==> src/rtl/wwr_pkg.sv <==
// package for the window watchdog with supply reset
// assumes a single 125 MHz clock domain
package wwr_pkg;

    // ==========================================
    // timing
    localparam int CLK_MHZ = 125;
    localparam int TICK_US = 10;
    localparam int TICK_CYC = TICK_US * CLK_MHZ;
    // intervals in microseconds, nominal for the reference capacitor
    localparam int TRIG_TIMEOUT_US = 46000;
    localparam int DP_INTERVAL_US = 11500;
    localparam int FAULT_LOW_US = 11500;
    localparam int RELEASE_DLY_US = 11500;
    // interval lengths in ticks
    localparam int TRIG_TIMEOUT_TK = TRIG_TIMEOUT_US / TICK_US;
    localparam int DP_INTERVAL_TK = DP_INTERVAL_US / TICK_US;
    localparam int FAULT_LOW_TK = FAULT_LOW_US / TICK_US;
    localparam int RELEASE_DLY_TK = RELEASE_DLY_US / TICK_US;
    localparam int CNT_W = 16;
    localparam int PRE_W = 12;

    // ==========================================
    // watchdog states
    typedef enum logic [3:0] {
        WWR_IDLE   = 4'h1,
        WWR_OPEN   = 4'h2,
        WWR_CLOSED = 4'h4,
        WWR_FAULT  = 4'h8
    } wwr_state_t;

    // ==========================================
    // supply comparator inputs
    typedef struct packed {
        logic above_release;
        logic below_detect;
    } wwr_supply_t;

    // ==========================================
    // outputs
    typedef struct packed {
        logic uv_reset_n;
        logic wdt_fault_n;
        logic combined_n;
    } wwr_out_t;

endpackage : wwr_pkg

==> src/rtl/wwr_top.sv <==
// window watchdog plus undervoltage reset, one combined active-low output
// assumes the supply comparator flags and trigger are synchronous to clk_i
`timescale 1ns/1ps

module wwr_top
    import wwr_pkg::*;
#(
    parameter int TICK_CYCLES = TICK_CYC,
    parameter int TIMEOUT_TICKS = TRIG_TIMEOUT_TK,
    parameter int DP_TICKS = DP_INTERVAL_TK,
    parameter int FAULT_TICKS = FAULT_LOW_TK,
    parameter int RELEASE_TICKS = RELEASE_DLY_TK
) (
    // clock and reset
    input wire logic clk_i,
    input wire logic rst_n_i,
    // monitoring control and trigger
    input wire logic wdt_enable_i,
    input wire logic trigger_input_i,
    // supply comparators
    input wire wwr_pkg::wwr_supply_t supply_i,
    // outputs
    output logic wdt_fault_output_o,
    output logic undervoltage_reset_output_o,
    output logic combined_reset_output_o,
    output wwr_pkg::wwr_out_t status_o
);
    import wwr_pkg::*;

    // ==========================================
    // tick prescaler
    logic [PRE_W-1:0] pre_q;
    logic [PRE_W-1:0] pre_d;
    wire tick = (pre_q == PRE_W'(TICK_CYCLES - 1));
    assign pre_d = tick ? '0 : pre_q + 1'b1;

    always_ff @(posedge clk_i) begin
        if (!rst_n_i) begin
            pre_q <= '0;
        end else begin
            pre_q <= pre_d;
        end
    end

    // ==========================================
    // undervoltage detector
    logic uv_q;
    logic uv_d;
    logic [CNT_W-1:0] rd_q;
    logic [CNT_W-1:0] rd_d;
    wire rd_done = (rd_q >= CNT_W'(RELEASE_TICKS));
    // delay counts only above release; any dip restarts it from zero
    assign rd_d = (supply_i.below_detect || !supply_i.above_release) ? '0
                : (tick && !rd_done) ? rd_q + 1'b1 : rd_q;
    assign uv_d = supply_i.below_detect ? 1'b0
                : (supply_i.above_release && rd_done) ? 1'b1 : uv_q;

    always_ff @(posedge clk_i) begin
        if (!rst_n_i) begin
            uv_q <= 1'b0;
            rd_q <= '0;
        end else begin
            uv_q <= uv_d;
            rd_q <= rd_d;
        end
    end

    // ==========================================
    // watchdog
    wwr_state_t st_q;
    wwr_state_t st_d;
    logic [CNT_W-1:0] win_q;
    logic [CNT_W-1:0] win_d;
    logic [CNT_W-1:0] to_q;
    logic [CNT_W-1:0] to_d;
    logic trig_q;
    logic wo_q;

    wire active = wdt_enable_i && uv_q;
    wire trig_edge = trigger_input_i && !trig_q;
    wire trig_ok = trig_edge && active && wo_q;
    wire win_end = tick && (win_q == CNT_W'(DP_TICKS - 1));
    wire flt_end = tick && (win_q == CNT_W'(FAULT_TICKS - 1));
    wire to_end = tick && (to_q == CNT_W'(TIMEOUT_TICKS - 1));

    always_comb begin
        st_d = st_q;
        win_d = tick ? win_q + 1'b1 : win_q;
        to_d = tick ? to_q + 1'b1 : to_q;
        case (st_q)
            WWR_IDLE: begin
                win_d = '0;
                to_d = '0;
                if (active) begin
                    st_d = WWR_OPEN;
                end
            end
            WWR_OPEN: begin
                if (!active) begin
                    st_d = WWR_IDLE;
                    win_d = '0;
                    to_d = '0;
                end else if (trig_ok) begin
                    st_d = WWR_CLOSED;
                    win_d = '0;
                    to_d = '0;
                end else if (to_end) begin
                    st_d = WWR_FAULT;
                    win_d = '0;
                end
            end
            WWR_CLOSED: begin
                if (!active) begin
                    st_d = WWR_IDLE;
                    win_d = '0;
                    to_d = '0;
                end else if (trig_ok) begin
                    st_d = WWR_FAULT;
                    win_d = '0;
                end else if (win_end) begin
                    st_d = WWR_OPEN;
                    win_d = '0;
                end
            end
            WWR_FAULT: begin
                // disable does not cut the low time short
                to_d = '0;
                if (flt_end) begin
                    st_d = active ? WWR_OPEN : WWR_IDLE;
                    win_d = '0;
                end
            end
            default: begin
                st_d = WWR_IDLE;
            end
        endcase
        if (!uv_q && st_q != WWR_FAULT) begin
            st_d = WWR_IDLE;
            win_d = '0;
            to_d = '0;
        end
    end

    always_ff @(posedge clk_i) begin
        if (!rst_n_i) begin
            st_q <= WWR_IDLE;
            win_q <= '0;
            to_q <= '0;
            trig_q <= 1'b0;
            wo_q <= 1'b1;
        end else begin
            st_q <= st_d;
            win_q <= win_d;
            to_q <= to_d;
            trig_q <= trigger_input_i;
            wo_q <= (st_d != WWR_FAULT);
        end
    end

    // ==========================================
    // outputs
    assign wdt_fault_output_o = wo_q;
    assign undervoltage_reset_output_o = uv_q;
    assign combined_reset_output_o = uv_q & wo_q;
    assign status_o = '{uv_reset_n: uv_q, wdt_fault_n: wo_q, combined_n: uv_q & wo_q};

    // ==========================================
    // checks
    property p_combined;
        @(posedge clk_i) disable iff (!rst_n_i)
        combined_reset_output_o == (uv_q && wo_q);
    endproperty
    a_combined: assert property (p_combined) else $error("combined output wrong");

    property p_uv_drop;
        @(posedge clk_i) disable iff (!rst_n_i)
        supply_i.below_detect |=> !undervoltage_reset_output_o && rd_q == '0;
    endproperty
    a_uv_drop: assert property (p_uv_drop) else $error("reset not dropped");

    property p_uv_hold;
        @(posedge clk_i) disable iff (!rst_n_i)
        (!uv_q && !supply_i.above_release) |=> !uv_q;
    endproperty
    a_uv_hold: assert property (p_uv_hold) else $error("reset released early");

    property p_uv_rise;
        @(posedge clk_i) disable iff (!rst_n_i)
        $rose(uv_q) |-> $past(rd_q) >= CNT_W'(RELEASE_TICKS);
    endproperty
    a_uv_rise: assert property (p_uv_rise) else $error("release delay short");

    property p_wo_high;
        @(posedge clk_i) disable iff (!rst_n_i)
        (st_q == WWR_OPEN || st_q == WWR_CLOSED) |-> wo_q;
    endproperty
    a_wo_high: assert property (p_wo_high) else $error("fault low outside fault");

    property p_open_trig;
        @(posedge clk_i) disable iff (!rst_n_i)
        (st_q == WWR_OPEN && trig_ok && uv_q) |=> st_q == WWR_CLOSED;
    endproperty
    a_open_trig: assert property (p_open_trig) else $error("trigger not taken");

    property p_double;
        @(posedge clk_i) disable iff (!rst_n_i)
        (st_q == WWR_CLOSED && trig_ok && uv_q) |=> !wo_q;
    endproperty
    a_double: assert property (p_double) else $error("double pulse missed");

    property p_timeout;
        @(posedge clk_i) disable iff (!rst_n_i)
        (st_q == WWR_OPEN && active && !trig_ok && to_end) |=> st_q == WWR_FAULT;
    endproperty
    a_timeout: assert property (p_timeout) else $error("timeout missed");

    property p_fault_hold;
        @(posedge clk_i) disable iff (!rst_n_i)
        (st_q == WWR_FAULT && !flt_end) |=> st_q == WWR_FAULT && !wo_q;
    endproperty
    a_fault_hold: assert property (p_fault_hold) else $error("fault ended early");

    // window transitions and the cycles in which nothing may move
    property p_idle_start;
        @(posedge clk_i) disable iff (!rst_n_i)
        (st_q == WWR_IDLE && active) |=> st_q == WWR_OPEN && to_q == '0;
    endproperty
    a_idle_start: assert property (p_idle_start) else $error("start missed");

    property p_closed_end;
        @(posedge clk_i) disable iff (!rst_n_i)
        (st_q == WWR_CLOSED && active && !trig_ok && win_end) |=> st_q == WWR_OPEN;
    endproperty
    a_closed_end: assert property (p_closed_end) else $error("window not reopened");

    property p_closed_stay;
        @(posedge clk_i) disable iff (!rst_n_i)
        (st_q == WWR_CLOSED && active && !trig_ok && !win_end) |=> st_q == WWR_CLOSED;
    endproperty
    a_closed_stay: assert property (p_closed_stay) else $error("closed left early");

    property p_open_stay;
        @(posedge clk_i) disable iff (!rst_n_i)
        (st_q == WWR_OPEN && active && !trig_ok && !to_end) |=> st_q == WWR_OPEN;
    endproperty
    a_open_stay: assert property (p_open_stay) else $error("open left early");

    property p_deact_clear;
        @(posedge clk_i) disable iff (!rst_n_i)
        ((st_q == WWR_OPEN || st_q == WWR_CLOSED) && !wdt_enable_i) |=>
            st_q == WWR_IDLE && win_q == '0 && to_q == '0;
    endproperty
    a_deact_clear: assert property (p_deact_clear) else $error("counts kept");

    property p_fault_end;
        @(posedge clk_i) disable iff (!rst_n_i)
        (st_q == WWR_FAULT && flt_end && active) |=> st_q == WWR_OPEN && wo_q;
    endproperty
    a_fault_end: assert property (p_fault_end) else $error("fault not ended");

    // trigger edges while disabled must leave no trace in the window state
    property p_trig_ignored;
        @(posedge clk_i) disable iff (!rst_n_i)
        (trig_edge && !wdt_enable_i) |=> st_q != WWR_CLOSED;
    endproperty
    a_trig_ignored: assert property (p_trig_ignored) else $error("trigger taken");

    property p_disabled;
        @(posedge clk_i) disable iff (!rst_n_i)
        (!wdt_enable_i && st_q != WWR_FAULT) |=> st_q == WWR_IDLE && wo_q;
    endproperty
    a_disabled: assert property (p_disabled) else $error("runs while disabled");

    property p_uv_idle;
        @(posedge clk_i) disable iff (!rst_n_i)
        (!uv_q && st_q != WWR_FAULT) |=> st_q == WWR_IDLE;
    endproperty
    a_uv_idle: assert property (p_uv_idle) else $error("runs under reset");

    property p_uv_keep;
        @(posedge clk_i) disable iff (!rst_n_i)
        (uv_q && !supply_i.below_detect) |=> uv_q;
    endproperty
    a_uv_keep: assert property (p_uv_keep) else $error("reset dropped early");

    property p_tick;
        @(posedge clk_i) disable iff (!rst_n_i)
        tick |=> pre_q == '0;
    endproperty
    a_tick: assert property (p_tick) else $error("prescaler not wrapped");

endmodule : wwr_top

==> config.mk <==
export PLATFORM = sky130hd
export DESIGN_NAME = wwr_top
export DESIGN_NICKNAME = d
export VERILOG_FILES = /design/src/rtl/wwr_pkg.sv /design/src/rtl/wwr_top.sv
export SDC_FILE = /design/constraint.sdc
export NUM_CORES = 1
export LEC_CHECK = 0
export BUFFER_PORTS_ARGS = -buffer_cell sky130_fd_sc_hd__buf_2
export CAP_MARGIN = 15
export CORE_UTILIZATION = 40
export CTS_CLUSTER_SIZE = 24
export DETAILED_ROUTE_END_ITERATION = 7
export HOLD_SLACK_MARGIN = 0.12
export MAX_ROUTING_LAYER = met4
export SLEW_MARGIN = 20
export SYNTH_ARGS = -nofsm -noshare
export SYNTH_HDL_FRONTEND = slang
export SYNTH_SLANG_ARGS = --single-unit
export TNS_END_PERCENT = 50
==> constraint.sdc <==
create_clock -name clk_i -period 6.6 [get_ports clk_i]
set_input_delay 0.33 -clock clk_i [delete_from_list [all_inputs] [get_ports clk_i]]
set_output_delay 0.33 -clock clk_i [all_outputs]
set_load 0.02 [all_outputs]
; ---- Yosys cells after proc, flatten, opt, wreduce, memory -nomap -nowiden
; Cells that the tools add are included.
[classes]
addsub = 4
multipliers = 0
n_div = 0
magnitude_cmp = 1
n_eq_ne = 9
shift = 0
n_mux = 24
n_bitwise = 2
n_reduce_logical = 19
[op_table]
columns = operator, count
row1 = 16-bit 2-to-1 mux, 11
row2 = 16-bit one-hot mux with 4 select lines, 1
row3 = 16-bit by 1-bit adder with 16-bit output (second input constant), 3
row4 = 16-bit one-hot mux with 3 select lines, 1
row5 = 4-bit 2-to-1 mux, 9
row6 = 16-bit by 11-bit equality test with 1-bit output (second input constant), 1
row7 = 16-bit by 13-bit equality test with 1-bit output (second input constant), 1
row8 = 16-bit by 11-bit greater-or-equal comparator with 1-bit output (second input constant), 1
row9 = 4-bit one-hot mux with 4 select lines, 1
row10 = 12-bit by 1-bit adder with 12-bit output (second input constant), 1
row11 = 12-bit by 11-bit equality test with 1-bit output (second input constant), 1
row12 = 2-bit OR reduction, 5
row13 = 1-bit logical AND, 9
row14 = 4-bit != test (second input constant), 2
row15 = 4-bit by 1-bit equality test with 1-bit output (second input constant), 1
row16 = 4-bit by 2-bit equality test with 1-bit output (second input constant), 1
row17 = 4-bit by 3-bit equality test with 1-bit output (second input constant), 1
row18 = 4-bit equality test (second input constant), 1
row19 = 1-bit zero test, 4
row20 = 2-bit 2-to-1 mux, 1
row21 = 1-bit bitwise AND, 1
row22 = 1-bit logical OR, 1
row23 = 1-bit inverter, 1
[word_totals]
regBits = 67
latchBits = 0
mem_bits_rw = 0
mem_bits_ro = 0
inputBits = 6
output_inout_bits = 6
word_cells = 67
memories = 0

; ---- Depth between registers and ports, before layout
; Gate-level depths: netlist (run 1).
[depth]
word_depth = 9
ltp_mapped = 8

; ---- Least setup slack after synthesis (run 1)
; Ideal clock, no wire load.
[synth_timing]
path_kind = reg-to-reg
from = register win_q[0]
to = register win_q[10]
setup_ns = 0.115
arrival_ns = 2.079
required_time_ns = 6.485
path_slack_ns = 4.407
path_stages_with_launch = 8
path_buffers = 1
synth_period_minus_slack_ns = 2.193
cell_sequence = dfxtp_1 ha_1 or4b_2 nor3_1 nand4_2 a211oi_2 buf_6 nor2_1
[synth_via]
elab_chain_len = 6
elab_cells_between_ends = 11
classes_between = add/sub (1) / eq/ne (1) / mux (8) / reduce/logical (1)
[synth_rtl]
columns = element, line
row1 = start: declaration, wwr_top.sv:72  ; logic [CNT_W-1:0] win_q;
row2 = start signal: assignment, wwr_top.sv:153  ; win_q <= win_d;
row3 = 16-bit by 1-bit adder with 16-bit output / 16-bit by 11-bit equality test with 1-bit output (equally long branches), "wwr_top.sv:88, wwr_top.sv:82, wwr_top.sv:83"
row4 = 16-bit 2-to-1 mux / 1-bit logical AND (equally long branches), "wwr_top.sv:88, wwr_top.sv:82, wwr_top.sv:83"
row5 = 16-bit 2-to-1 mux (on tied branches), "wwr_top.sv:120, wwr_top.sv:128, wwr_top.sv:107"
row6 = 16-bit 2-to-1 mux (on tied branches), "wwr_top.sv:117, wwr_top.sv:103"
row7 = 16-bit 2-to-1 mux (on tied branches), "wwr_top.sv:113, wwr_top.sv:99"
row8 = 16-bit one-hot mux with 4 select lines *, wwr_top.sv:90  ; case (st_q)
; Every way passes the cells marked *; elsewhere a longest branch is shown, timed or not.
; A chain may end at the register's enable or synchronous reset.

; ---- Worst setup path after layout (run 1)
[layout_timing]
from = register win_q[0]
to = register win_q[11]
; The elaborated chain is that of the path after synthesis.

==> results of run 1 <==
## per-layer routing
metal	GRT usage	vias up	routed length, um
met5	-	-	0
met4	0.05859	0	97
met3	0.04726	7	233
met2	0.2662	46	2873
met1	0.1946	1213	2980
li1	-	1327	-
## worst max-delay path, stage by stage, from the launching register on
cell and delay (ns):
dfxtp_1 0.39, ha_1 0.16, or4b_2 0.58, nor3_1 0.26
nand4_2 0.18, a211oi_2 0.87, nor2_1 0.12
## synth_stat cells, drive strengths merged (3+ instances only)
| master | number |
|---|---|
| nand2 | 26 |
| nor2 | 69 |
| and4 | 3 |
| inv | 6 |
| and2 | 11 |
| ha | 7 |
| nand4 | 25 |
| o31ai | 4 |
| buf | 5 |
| nor4b | 5 |
| nor2b | 5 |
| or4b | 3 |
| xnor2 | 20 |
| and3 | 7 |
| o21ai | 3 |
| nand3 | 17 |
| dfxtp | 67 |
| xor2 | 29 |
| nor3 | 10 |
| a21oi | 6 |
| clkbuf | 8 |
| nor4 | 14 |
## report_power, final
part	internal, mW	switching [mW]	total, mW
registers	0.406	0.00188	0.408
clock network	0.185	0.145	0.330
logic	0.00444	0.00715	0.0116
total	0.596	0.154	0.750
## worst paths after layout
kind,end,slack (ns),cells after the start
max,win_q[11]$_SDFF_PP0_,3.88,6
min reg2reg,rd_q[12]$_SDFFE_PP0P_,0.46,1
max reg2reg,win_q[11]$_SDFF_PP0_,3.88,6
min,undervoltage_reset_output_o$_SDFFE_PP0P_,0.18,2
## cell usage in the layout, fill, tap and decap left out, types with 2 or more instances in the layout
cell type / count
and3_1: 7
or4b_2: 2
xnor2_1: 20
nand3_1: 17
o21a_1: 2
nor4_1: 12
nand4_1: 24
inv_1: 6
a21oi_1: 6
nor2b_1: 5
nor3_1: 9
o21ai_0: 2
and4_1: 3
ha_1: 7
clkbuf_8: 10
nor2_1: 69
buf_2: 11
and2_1: 11
clkbuf_1: 4
dfxtp_1: 67
nand2_1: 26
nand3b_1: 2
nor4b_1: 5
nor4_2: 2
nand2b_1: 2
and3b_1: 2
o31ai_1: 3
a31oi_1: 2
nor3b_1: 2
xor2_1: 29
## sequential cells by signal, summed over array words and instances (netlist names)
| signal | flops |
|---|---|
| rd_q | 16 |
| to_q | 16 |
| win_q | 16 |
| pre_q | 12 |
| st_q | 4 |
| trig_q | 1 |
| undervoltage_reset_output_o | 1 |
| wdt_fault_output_o | 1 |
## kinds of logic after synthesis
| family | count (synthesis) | synth area share |
|---|---|---|
| AND/OR/NAND/NOR | 206 | 0.3402 |
| flip-flops | 67 | 0.4149 |
| XOR/XNOR | 49 | 0.1327 |
| AO/OA/AOI/OAI | 26 | 0.05689 |
| buffers and inverters | 19 | 0.02825 |
| adder cells (fa/ha/maj) | 7 | 0.02709 |
## per-stage QoR
step,power (mW),hold WS [ns],instance area (um2)
6_report,0.7498,0.1841,3548
4_1_cts,0.7612,0.1619,3540
3_5_place_dp,0.4287,0.4455,3352
3_3_place_gp,0.4285,0.4440,3352
2_1_floorplan,0.4245,0.4061,3233
5_1_grt,0.7834,0.1721,3548
## area by class of cell
cell class	count	share of cell area
Inverter	6	0.006347
Clock inverter	2	0.009873
Multi-Input combinational cell	288	0.5113
Sequential cell	67	0.3780
Clock buffer	14	0.04302
Tap cell	102	0.03597
Timing Repair Buffer	11	0.01551
==> metrics.md, run 1 <==
| Metric | Value |
|---|---|
| Status | `complete, no violations` |
| # diodes | `0` |
| Worst slack, placed | `3.836 ns` |
| Starting Density | `0.4162` |
| H-tree level count | `3` |
| Worst r2r src | `win_q[0]$_SDFF_PP0_` |
| Worst clock skew | `0.009800 ns` |
| Register area | `roughly 1300 um2` |
| DPL Wire Length | `roughly 4300 um` |
| Insertion delay to the later sink of the worst-skew pair | `between 0.3 and 0.4 ns` |
| Actual slew at the worst max-slew pin | `1.014 ns` |
| Max Clk Rate | `0.3678 GHz` |
| Setup Crit Path Kind | `reg2reg` |
| HP Start | `supply_i[0]` |
| Register area share after synthesis | `0.4149` |
| GPL Wtd Cong | `0.8493` |
| Die height | `between 90 and 100 um` |
| Vias | `2593` |
| Area growth syn-to-layout | `9.752%` |
| Cts repair resizes | `0` |
| Cells after synthesis | `between 300 and 400` |
| Slew Limit Fails | `0` |
| Die width | `91.91 um` |
| Fillers | `a little under 800` |
| Core Region | `a little under 8000 um2` |
| Period utilization | `0.4119` |
| CP Capture Type | `flip-flop` |
| Hold-fix buffers, CTS | `0` |
| EDFF count, synth | `0` |
| Root Buffer | `clkbuf_8` |
| DRT iter0 DRCs | `between 60 and 70` |
| Global-route wire length before repair | `10840 um` |
| Syn Area/Cell | `8.645 um2` |
| Via density | `approximately 5.3` |
| Die area | `about 8400 um2` |
| Main area contributors after synthesis | `dfxtp_1 (41%), nor2_1 (8.0%), xor2_1 (7.9%)` |
| Placed Instances | `between 400 and 500` |
| CP Launch Type | `flip-flop` |
| Critical path arrival | `between 2 and 3 ns` |
| Max Fanout on Critical Path | `16` |
| Max VDD drop | `~170 uV` |
| Drt drc | `0` |
| CP startpoint | `win_q[0]$_SDFF_PP0_` |
| Largest net degree at the start of global routing | `17` |
| Number of max-cap violations | `0` |
| Post-CTS setup buffer count | `0` |
| Synth unique cells | `47` |
| Vias in the first global route | `approximately 2400` |
| Num Clock Sinks | `67` |
| Global-route usage over all layers | `0.1644` |
| Layout Utilization | `0.4568` |
| Final min period | `roughly 2.7 ns` |
| IO buf count | `11` |
| Warning count from the yosys run | `0` |
| Clk slew on worst S/H paths | `around 0.07 ns` |
| Fin. Hold Viols | `0` |
| CTS tree | `yes` |
| Rel. slew slack | `0.3180` |
| WL final | `~6200 um` |
| # rows | `32` |
| Net count after synthesis | `between 300 and 400` |
| Layout Cells excl Fill | `between 400 and 500` |
| Antenna violations before repair | `0` |
| # setup viols final | `0` |
| Post-synth top flop | `dfxtp_1` |
| Synthesized area | `around 3200 um2` |
| GR Overflow Total | `0` |
| Router iterations before antenna repair | `4` |
| WP data required | `a little under 7 ns` |
| Post-DRT Antenna Nets | `0` |
| Worst hold path type | `in2reg` |
| Maximum root-to-sink buffer count | `2` |
| FF+latch count, synth | `67` |
| Top-area cell type share of the netlist area | `0.4149` |
| Avg WL per Cell | `12.62 um` |
| Cell taking the most area after synthesis | `dfxtp_1` |
| Slack of the critical path | `3.881 ns` |
| RSZ-0062 raised after global routing | `no` |
| Multi-input gate area | `~1800 um2` |
| TritonCTS Buffers | `9` |
| FFs w/ async S/R, synth | `0` |
| Pwr dens | `roughly 210 nW/um2` |
| # IOs | `12` |
| Fraction of layout cells with a size suffix above 1 | `0.08505` |
| Lkg Pwr | `approximately 1.2 nW` |
| Setup tns final | `0 ns` |
| Nets@finish | `396` |
No activity file was read; power rests on OpenSTA's default activity.
==> run 2, diff against run 1 <==
--- a/config.mk
+++ b/config.mk
@@ -5,6 +5,7 @@
 export SDC_FILE = /design/constraint.sdc
 export NUM_CORES = 1
 export LEC_CHECK = 0
+export ABC_AREA = 1
 export BUFFER_PORTS_ARGS = -buffer_cell sky130_fd_sc_hd__buf_2
 export CAP_MARGIN = 15
 export CORE_UTILIZATION = 40
==> constraint.sdc (replaced) <==
create_clock -name clk_i -period 2.7 [get_ports clk_i]
set_input_delay 0.135 -clock clk_i [delete_from_list [all_inputs] [get_ports clk_i]]
set_output_delay 0.135 -clock clk_i [all_outputs]
set_load 0.02 [all_outputs]
==> run 2 against run 1 <==
Synthesized area grew 15%. Sequential power is 140% higher. Sequential share of layout area is 4.7 points lower. Final cell count rose by 34%. Worst hold slack improved by 0.11 ns. Clock skew increased by 0.0039 ns. Utilization grew 0.17 points. Power is 140% higher. Via count is 24% higher. Maximum frequency increased by 41%. Global-route usage grew 0.90 points. Register-to-register slack got worse by 3.1 ns. Largest cell class unchanged.
==> metrics.md, run 2 <==
| Metric | Value |
|---|---|
| Global-route usage over all layers | `0.1734` |
| Worst path depth | `7` |
| Layout Utilization | `0.4586` |
| Combinational share of power | `0.019` |
| Clock Power Share | `0.417` |
| Max VDD drop | `around 240 uV` |
| Antenna violations before repair | `0` |
| Hold depth | `4` |
| CP Launch Type | `flip-flop` |
| WL final | `~7400 um` |
| Post-synthesis compound-gate area fraction | `0.06905` |
| CP Buf/Inv Count | `2` |
| Pwr Total | `approximately 1.8 mW` |
| Worst slack, placed | `approximately 0.75 ns` |
| Slack of the critical path | `slightly below 0.8 ns` |
| Drt drc | `0` |
| EDFF count, synth | `0` |
| Router iterations before antenna repair | `6` |
| FF+latch count, synth | `67` |
| Die height | `around 100 um` |
| WP data required | `2.92 ns` |
| # rows | `34` |
| Number of max-cap violations | `0` |
| # diodes | `0` |
| Vias in the first global route | `roughly 2900` |
| # IOs | `12` |
| Pwr dens | `436.2 nW/um2` |
| Main combinational cell family by area after synthesis | `simple AND/OR/NAND/NOR gates` |
| CTS tree | `yes` |
| RSZ-0062 raised after global routing | `no` |
| DRT iter0 DRCs | `103` |
| IO buf count | `11` |
| Vias | `3219` |
| Cells after synthesis | `~530` |
| Net count after synthesis | `540` |
| Fraction of layout cells with a size suffix above 1 | `0.1311` |
| Top Registers | `rd_q x16, to_q x16, win_q x16` |
| GR Overflow Total | `0` |
| Period utilization | `0.7145` |
| Most instantiated library cell after synthesis | `nand2_1` |
| Warning count from the yosys run | `0` |
| Clk slew on worst S/H paths | `approximately 0.06 ns` |
| CP Capture Type | `flip-flop` |
| Setup tns final | `0 ns` |
| Actual slew at the worst max-slew pin | `1.030 ns` |
| Rel. slew slack | `0.3135` |
| Nets@finish | `about 560` |
| Crit-path max cell delay | `0.79 ns` |
| Via density | `approximately 5` |
| Die area | `between 9000 and 10000 um2` |
| Slowest-stage cell, CP | `o21ai_2` |
| Fillers | `883` |
| Synthesized area | `3715 um2` |
| Most frequent cells after synthesis | `nand2_1 (112), nor2_1 (73), dfxtp_1 (67)` |
| DPL Wire Length | `around 5500 um` |
| Largest net degree at the start of global routing | `18` |
| Synth unique cells | `37` |
| Max Clk Rate | `approximately 0.52 GHz` |
| Area growth syn-to-layout | `9.229%` |
| FFs w/ async S/R, synth | `0` |
| Seq pwr share | `0.563` |
| Critical path arrival | `about 2.2 ns` |
| Maximum root-to-sink buffer count | `2` |
| Simple-Gate Fraction of Synth Area | `0.3934` |
| Post-DRT Antenna Nets | `0` |
| Root Buffer | `clkbuf_8` |
| Fin. Hold Viols | `0` |
| Setup Crit Path Kind | `reg2reg` |
| P_sw | `between 300 and 400 uW` |
| Synth Area in Adders | `0.02358` |
| H-tree level count | `3` |
| Status | `complete, no violations` |
| Max Fanout on Critical Path | `17` |
| Register area share after synthesis | `0.3611` |
| Starting Density | `0.4198` |
| Crit-path cells | `inv_1 > nand2_1 > nor3_2 > o21ai_2 > nor2_4 > inv_2 > nor2_1` |
| Lkg Pwr | `1.455 nW` |
| Die width | `just under 100 um` |
| Core Region | `slightly below 9000 um2` |
| Commonest non-fill, non-tap cells in the layout | `nand2_1 (112), nor2_1 (73), dfxtp_1 (67), inv_1 (63), nand3_1 (27)` |
| Worst clock skew | `between 0.01 and 0.015 ns` |
| Crit path max-delay family | `compound AO/OA/AOI/OAI gates` |
| Main area contributors after synthesis | `dfxtp_1 (36%), nand2_1 (11%), nor2_1 (7.4%)` |
| Insertion delay to the later sink of the worst-skew pair | `0.34 ns` |
| # setup viols final | `0` |
| Worst hold path type | `in2reg` |
| Post-synth top flop | `dfxtp_1` |
| Final min period | `between 1.5 and 2 ns` |
| Top-area cell type share of the netlist area | `0.3611` |
| Global-route wire length before repair | `roughly 13000 um` |
| Cell taking the most area after synthesis | `dfxtp_1` |
| Num Clock Sinks | `67` |
| Net Sw Frac | `0.2157` |
| Int Pwr | `~1.4 mW` |
| Commonest non-fill, non-tap cell in the layout | `nand2_1` |
| Reg2Reg Depth | `7` |
| Slew Limit Fails | `0` |
| XOR/XNOR Fraction of Synth Area | `0.06130` |
| Syn Area/Cell | `~7 um2` |
| Avg WL per Cell | `about 11 um` |
| Post-synthesis mux area share | `0.002695` |
| TritonCTS Buffers | `9` |
| GPL Wtd Cong | `about 0.83` |
-- run 2: final cells by class --
class	count	area [um2]	area share
clock buffers	14	162.7	0.04009
clock inverters	2	10.01	0.002467
inverters	71	266.5	0.06568
multi-input cells	380	2047	0.5045
flip-flops and latches	67	1341	0.3306
well taps	108	135.1	0.03330
repair buffers	15	95.09	0.02344
-- run 2: worst paths after layout --
check / startpoint / to / slack, ns
max reg2reg: st_q[1]$_SDFF_PN0_ / to_q[7]$_SDFF_PP0_ / 0.77
min: wdt_enable_i / st_q[0]$_SDFF_PN1_ / 0.30
max: st_q[1]$_SDFF_PN0_ / to_q[7]$_SDFF_PP0_ / 0.77
min reg2reg: rd_q[11]$_SDFFE_PP0P_ / rd_q[11]$_SDFFE_PP0P_ / 0.43
-- run 2: what timing repair did --
item                                   4_1_cts  5_1_grt
buffers inserted                             0        0
setup endpoints to repair                    0        0
gates resized for setup                      0        0
endpoints found under the hold margin        3        0
hold buffers                                 4        0
-- run 2: through the flow --
stage	area [um2]	cells	hold WS, ns
2_1_floorplan	3715	527	0.2285
3_3_place_gp	3845	637	0.3316
3_5_place_dp	3845	637	0.3388
4_1_cts	4058	657	0.2608
5_1_grt	4058	657	0.2875
6_report	4058	657	0.2960
-- run 2: layer usage --
metal  track usage  wire [um]
met5             -          0
met4       0.04707         50
met3       0.05583        163
met2        0.2698       3426
met1        0.2161       3792
-- run 2: logic make-up (layout without fill, tap and decap cells) --
kind of cell             Yosys count  after routing
multiplexers                       1              1
AND/OR/NAND/NOR                  297            297
buffers and inverters             80            102
AO/OA/AOI/OAI                     49             49
flip-flops                        67             67
XOR/XNOR                          26             26
adder cells (fa/ha/maj)            7              7
-- run 2: tightest hold or removal path: stages --
cell,delay (ns)
buf_2,0.08
nand2_1,0.14
o21ai_0,0.12
nand3_1,0.10
-- run 2: power by group through the flow --
stage	Combinational (mW)	Sequential, mW	Clock [mW]
3_5_place_dp	0.0299	1.02	0
4_1_cts	0.0345	0.997	0.774
2_1_floorplan	0.0208	1.02	0
5_1_grt	0.0381	0.997	0.819
6_report	0.0343	0.997	0.738
3_3_place_gp	0.0296	1.02	0
==> run 3, diff against run 2 <==
--- a/config.mk
+++ b/config.mk
@@ -5,7 +5,7 @@
 export SDC_FILE = /design/constraint.sdc
 export NUM_CORES = 1
 export LEC_CHECK = 0
-export ABC_AREA = 1
+export ABC_AREA = 0
 export BUFFER_PORTS_ARGS = -buffer_cell sky130_fd_sc_hd__buf_2
 export CAP_MARGIN = 15
 export CORE_UTILIZATION = 40
==> constraint.sdc (replaced) <==
create_clock -name clk_i -period 1.5 [get_ports clk_i]
set_input_delay 0.075 -clock clk_i [delete_from_list [all_inputs] [get_ports clk_i]]
set_output_delay 0.075 -clock clk_i [all_outputs]
set_load 0.02 [all_outputs]
==> run 3 against run 2 <==
The run now ends with negative setup slack left. Combinational power grew to 2.7 times the previous value. Count of clock-buffer cells in the layout is 4 lower. Routed wire length is 5.5% higher. Global-route usage is 2.6 points higher. Sequential power is 80% higher. Clock power is 140% higher. Critical path depth is 1 higher. Die area is 13% lower. First-iteration DRC count is 1.9% lower. Maximum frequency is 0.89% lower. Register-to-register slack worse by 1.2 ns. Critical path type unchanged. Largest power group unchanged.
==> metrics.md, run 3 (synthesized netlist as in run 1, its figures left out) <==
| Metric | Value |
|---|---|
| Antenna violations before repair | `0` |
| Lkg Pwr | `about 1.8 nW` |
| H-tree level count | `3` |
| Area growth syn-to-layout | `48.14%` |
| Max Clk Rate | `0.5138 GHz` |
| IO buf count | `11` |
| Period utilization | `1.298` |
| DRT iter0 DRCs | `slightly above 100` |
| Crit-path cells | `inv_2 > ha_4 > or4b_4 > nor3_4 > nand4_2 > a211oi_4 > buf_12 > nor2_1` |
| Root Buffer | `clkbuf_8` |
| Worst clock skew | `about 0.011 ns` |
| Slew Limit Fails | `0` |
| Hold depth | `2` |
| Largest net degree at the start of global routing | `17` |
| CP Capture Type | `flip-flop` |
| Max Fanout on Critical Path | `16` |
| Die height | `91.91 um` |
| Maximum root-to-sink buffer count | `2` |
| Slowest-stage cell, CP | `or4b_4` |
| Post-DRT Antenna Nets | `0` |
| Number of max-cap violations | `0` |
| Fin. Hold Viols | `0` |
| Critical path arrival | `approximately 2.2 ns` |
| Placed Instances | `approximately 570` |
| RSZ-0062 raised after global routing | `yes` |
| Avg WL per Cell | `~13 um` |
| Commonest non-fill, non-tap cell in the layout | `buf_4` |
| # diodes | `0` |
| # rows | `32` |
| Status | `finished, violations left` |
| Fraction of layout cells with a size suffix above 1 | `0.3581` |
| Actual slew at the worst max-slew pin | `between 0.4 and 0.5 ns` |
| Global-route wire length before repair | `13060 um` |
| Crit-path max cell delay | `0.46 ns` |
| Top Registers | `rd_q x16, to_q x16, win_q x16` |
| R2r endpoint | `win_q[10]$_SDFF_PP0_` |
| Vias | `approximately 3000` |
| DPL Wire Length | `5260 um` |
| TritonCTS Buffers | `9` |
| R2R Setup Slk | `-0.45 ns` |
| CTS tree | `yes` |
| Register area | `approximately 1400 um2` |
| Crit path max-delay family | `simple AND/OR/NAND/NOR gates` |
| Max VDD drop | `roughly 500 uV` |
| GR Overflow Total | `0` |
| Layout Cells excl Fill | `between 500 and 600` |
| WP data required | `1.74 ns` |
| CP Launch Type | `flip-flop` |
| # setup viols final | `49` |
| Slack of the critical path | `-0.4464 ns` |
| Num Clock Sinks | `67` |
| Die width | `around 92 um` |
| Min Hold Slack | `roughly 0.15 ns` |
| Pwr dens | `around 770 nW/um2` |
| Final min period | `1.946 ns` |
| Fillers | `around 660` |
| Setup Crit Path Kind | `reg2reg` |
| Nets@finish | `between 500 and 600` |
| Die area | `8447 um2` |
| Reg2Reg Depth | `8` |
| Global-route usage over all layers | `0.1999` |
| Commonest non-fill, non-tap cells in the layout | `buf_4 (94), nor2_1 (69), dfxtp_1 (57), xor2_1 (29), nand2_1 (25)` |
| Vias in the first global route | `roughly 3000` |
| Insertion delay to the later sink of the worst-skew pair | `roughly 0.35 ns` |
| Rel. slew slack | `0.7205` |
| Drt drc | `0` |
| Worst Hold Path EP | `pre_q[3]$_SDFF_PP0_` |
| Router iterations before antenna repair | `4` |
| Clk slew on worst S/H paths | `0.08 ns` |
| Worst r2r src | `win_q[1]$_SDFF_PP0_` |
| GPL Wtd Cong | `0.8577` |
| Worst hold path type | `in2reg` |
| CP Buf/Inv Count | `2` |
| # IOs | `12` |
| Failing checks | `negative setup slack` |
| Core Region | `around 7800 um2` |
| HP Start | `rst_n_i` |
| Starting Density | `0.4162` |
| WL final | `between 7000 and 8000 um` |
| Multi-input gate area | `between 2000 and 2500 um2` |
| CP startpoint | `win_q[1]$_SDFF_PP0_` |
| Via density | `slightly above 5` |
[run 3: repair_timing]
item | 4_1_cts | 5_1_grt
endpoints found under the setup margin | 60 | 60
endpoints found under the hold margin | 3 | 0
hold buffers | 3 | 0
pin swaps | 29 | 7
gates resized for setup | 49 | 10
setup buffers | 4 | 3
cloned | 1 | 0
[run 3: layout make-up]
type | count | share of cell area
clock inverters | 5 | 0.02142
repair buffers | 121 | 0.2030
clock buffers | 10 | 0.02665
inverters | 6 | 0.004702
flip-flops and latches | 67 | 0.2827
well taps | 102 | 0.02665
multi-input cells | 288 | 0.4350
[run 3: where the power goes]
group | switching [mW] | internal, mW | total (mW)
combinational | 0.0469 | 0.0455 | 0.0923
sequential | 0.00418 | 1.79 | 1.79
clock | 0.691 | 1.09 | 1.78
[run 3: how the worst max path moves through the flow]
stage                            to  slack [ns]  cells after the start
2_1_floorplan  win_q[10]$_SDFF_PP0_       -0.52                      6
3_3_place_gp   win_q[13]$_SDFF_PP0_       -0.42                      7
3_5_place_dp    win_q[9]$_SDFF_PP0_       -0.47                      7
4_1_cts        win_q[10]$_SDFF_PP0_       -0.44                      8
5_1_grt          st_q[1]$_SDFF_PN0_       -0.54                      6
6_report       win_q[10]$_SDFF_PP0_       -0.45                      8
[run 3: metrics by stage]
step                      setup slack [ns]  power [mW]  TNS (ns)  utilization  instance area, um2
after detailed placement           -0.4663       1.909    -17.27       0.5358                4161
after global placement             -0.4246       1.907    -16.36       0.5358                4161
after global routing               -0.5356       3.780    -19.39       0.6166                4790
after CTS                          -0.4376       3.696    -14.45       0.6042                4693
after floorplan                    -0.5227       1.868    -18.70            -                3284
final                              -0.4464       3.666    -14.76       0.6166                4790
[run 3: routing by layer]
layer / vias up / share of wire / global-route usage
met5: - / 0 / -
met4: 0 / 0.022 / 0.09375
met3: 16 / 0.027 / 0.02902
met2: 41 / 0.50 / 0.3296
met1: 1430 / 0.45 / 0.2406
li1: 1549 / - / -
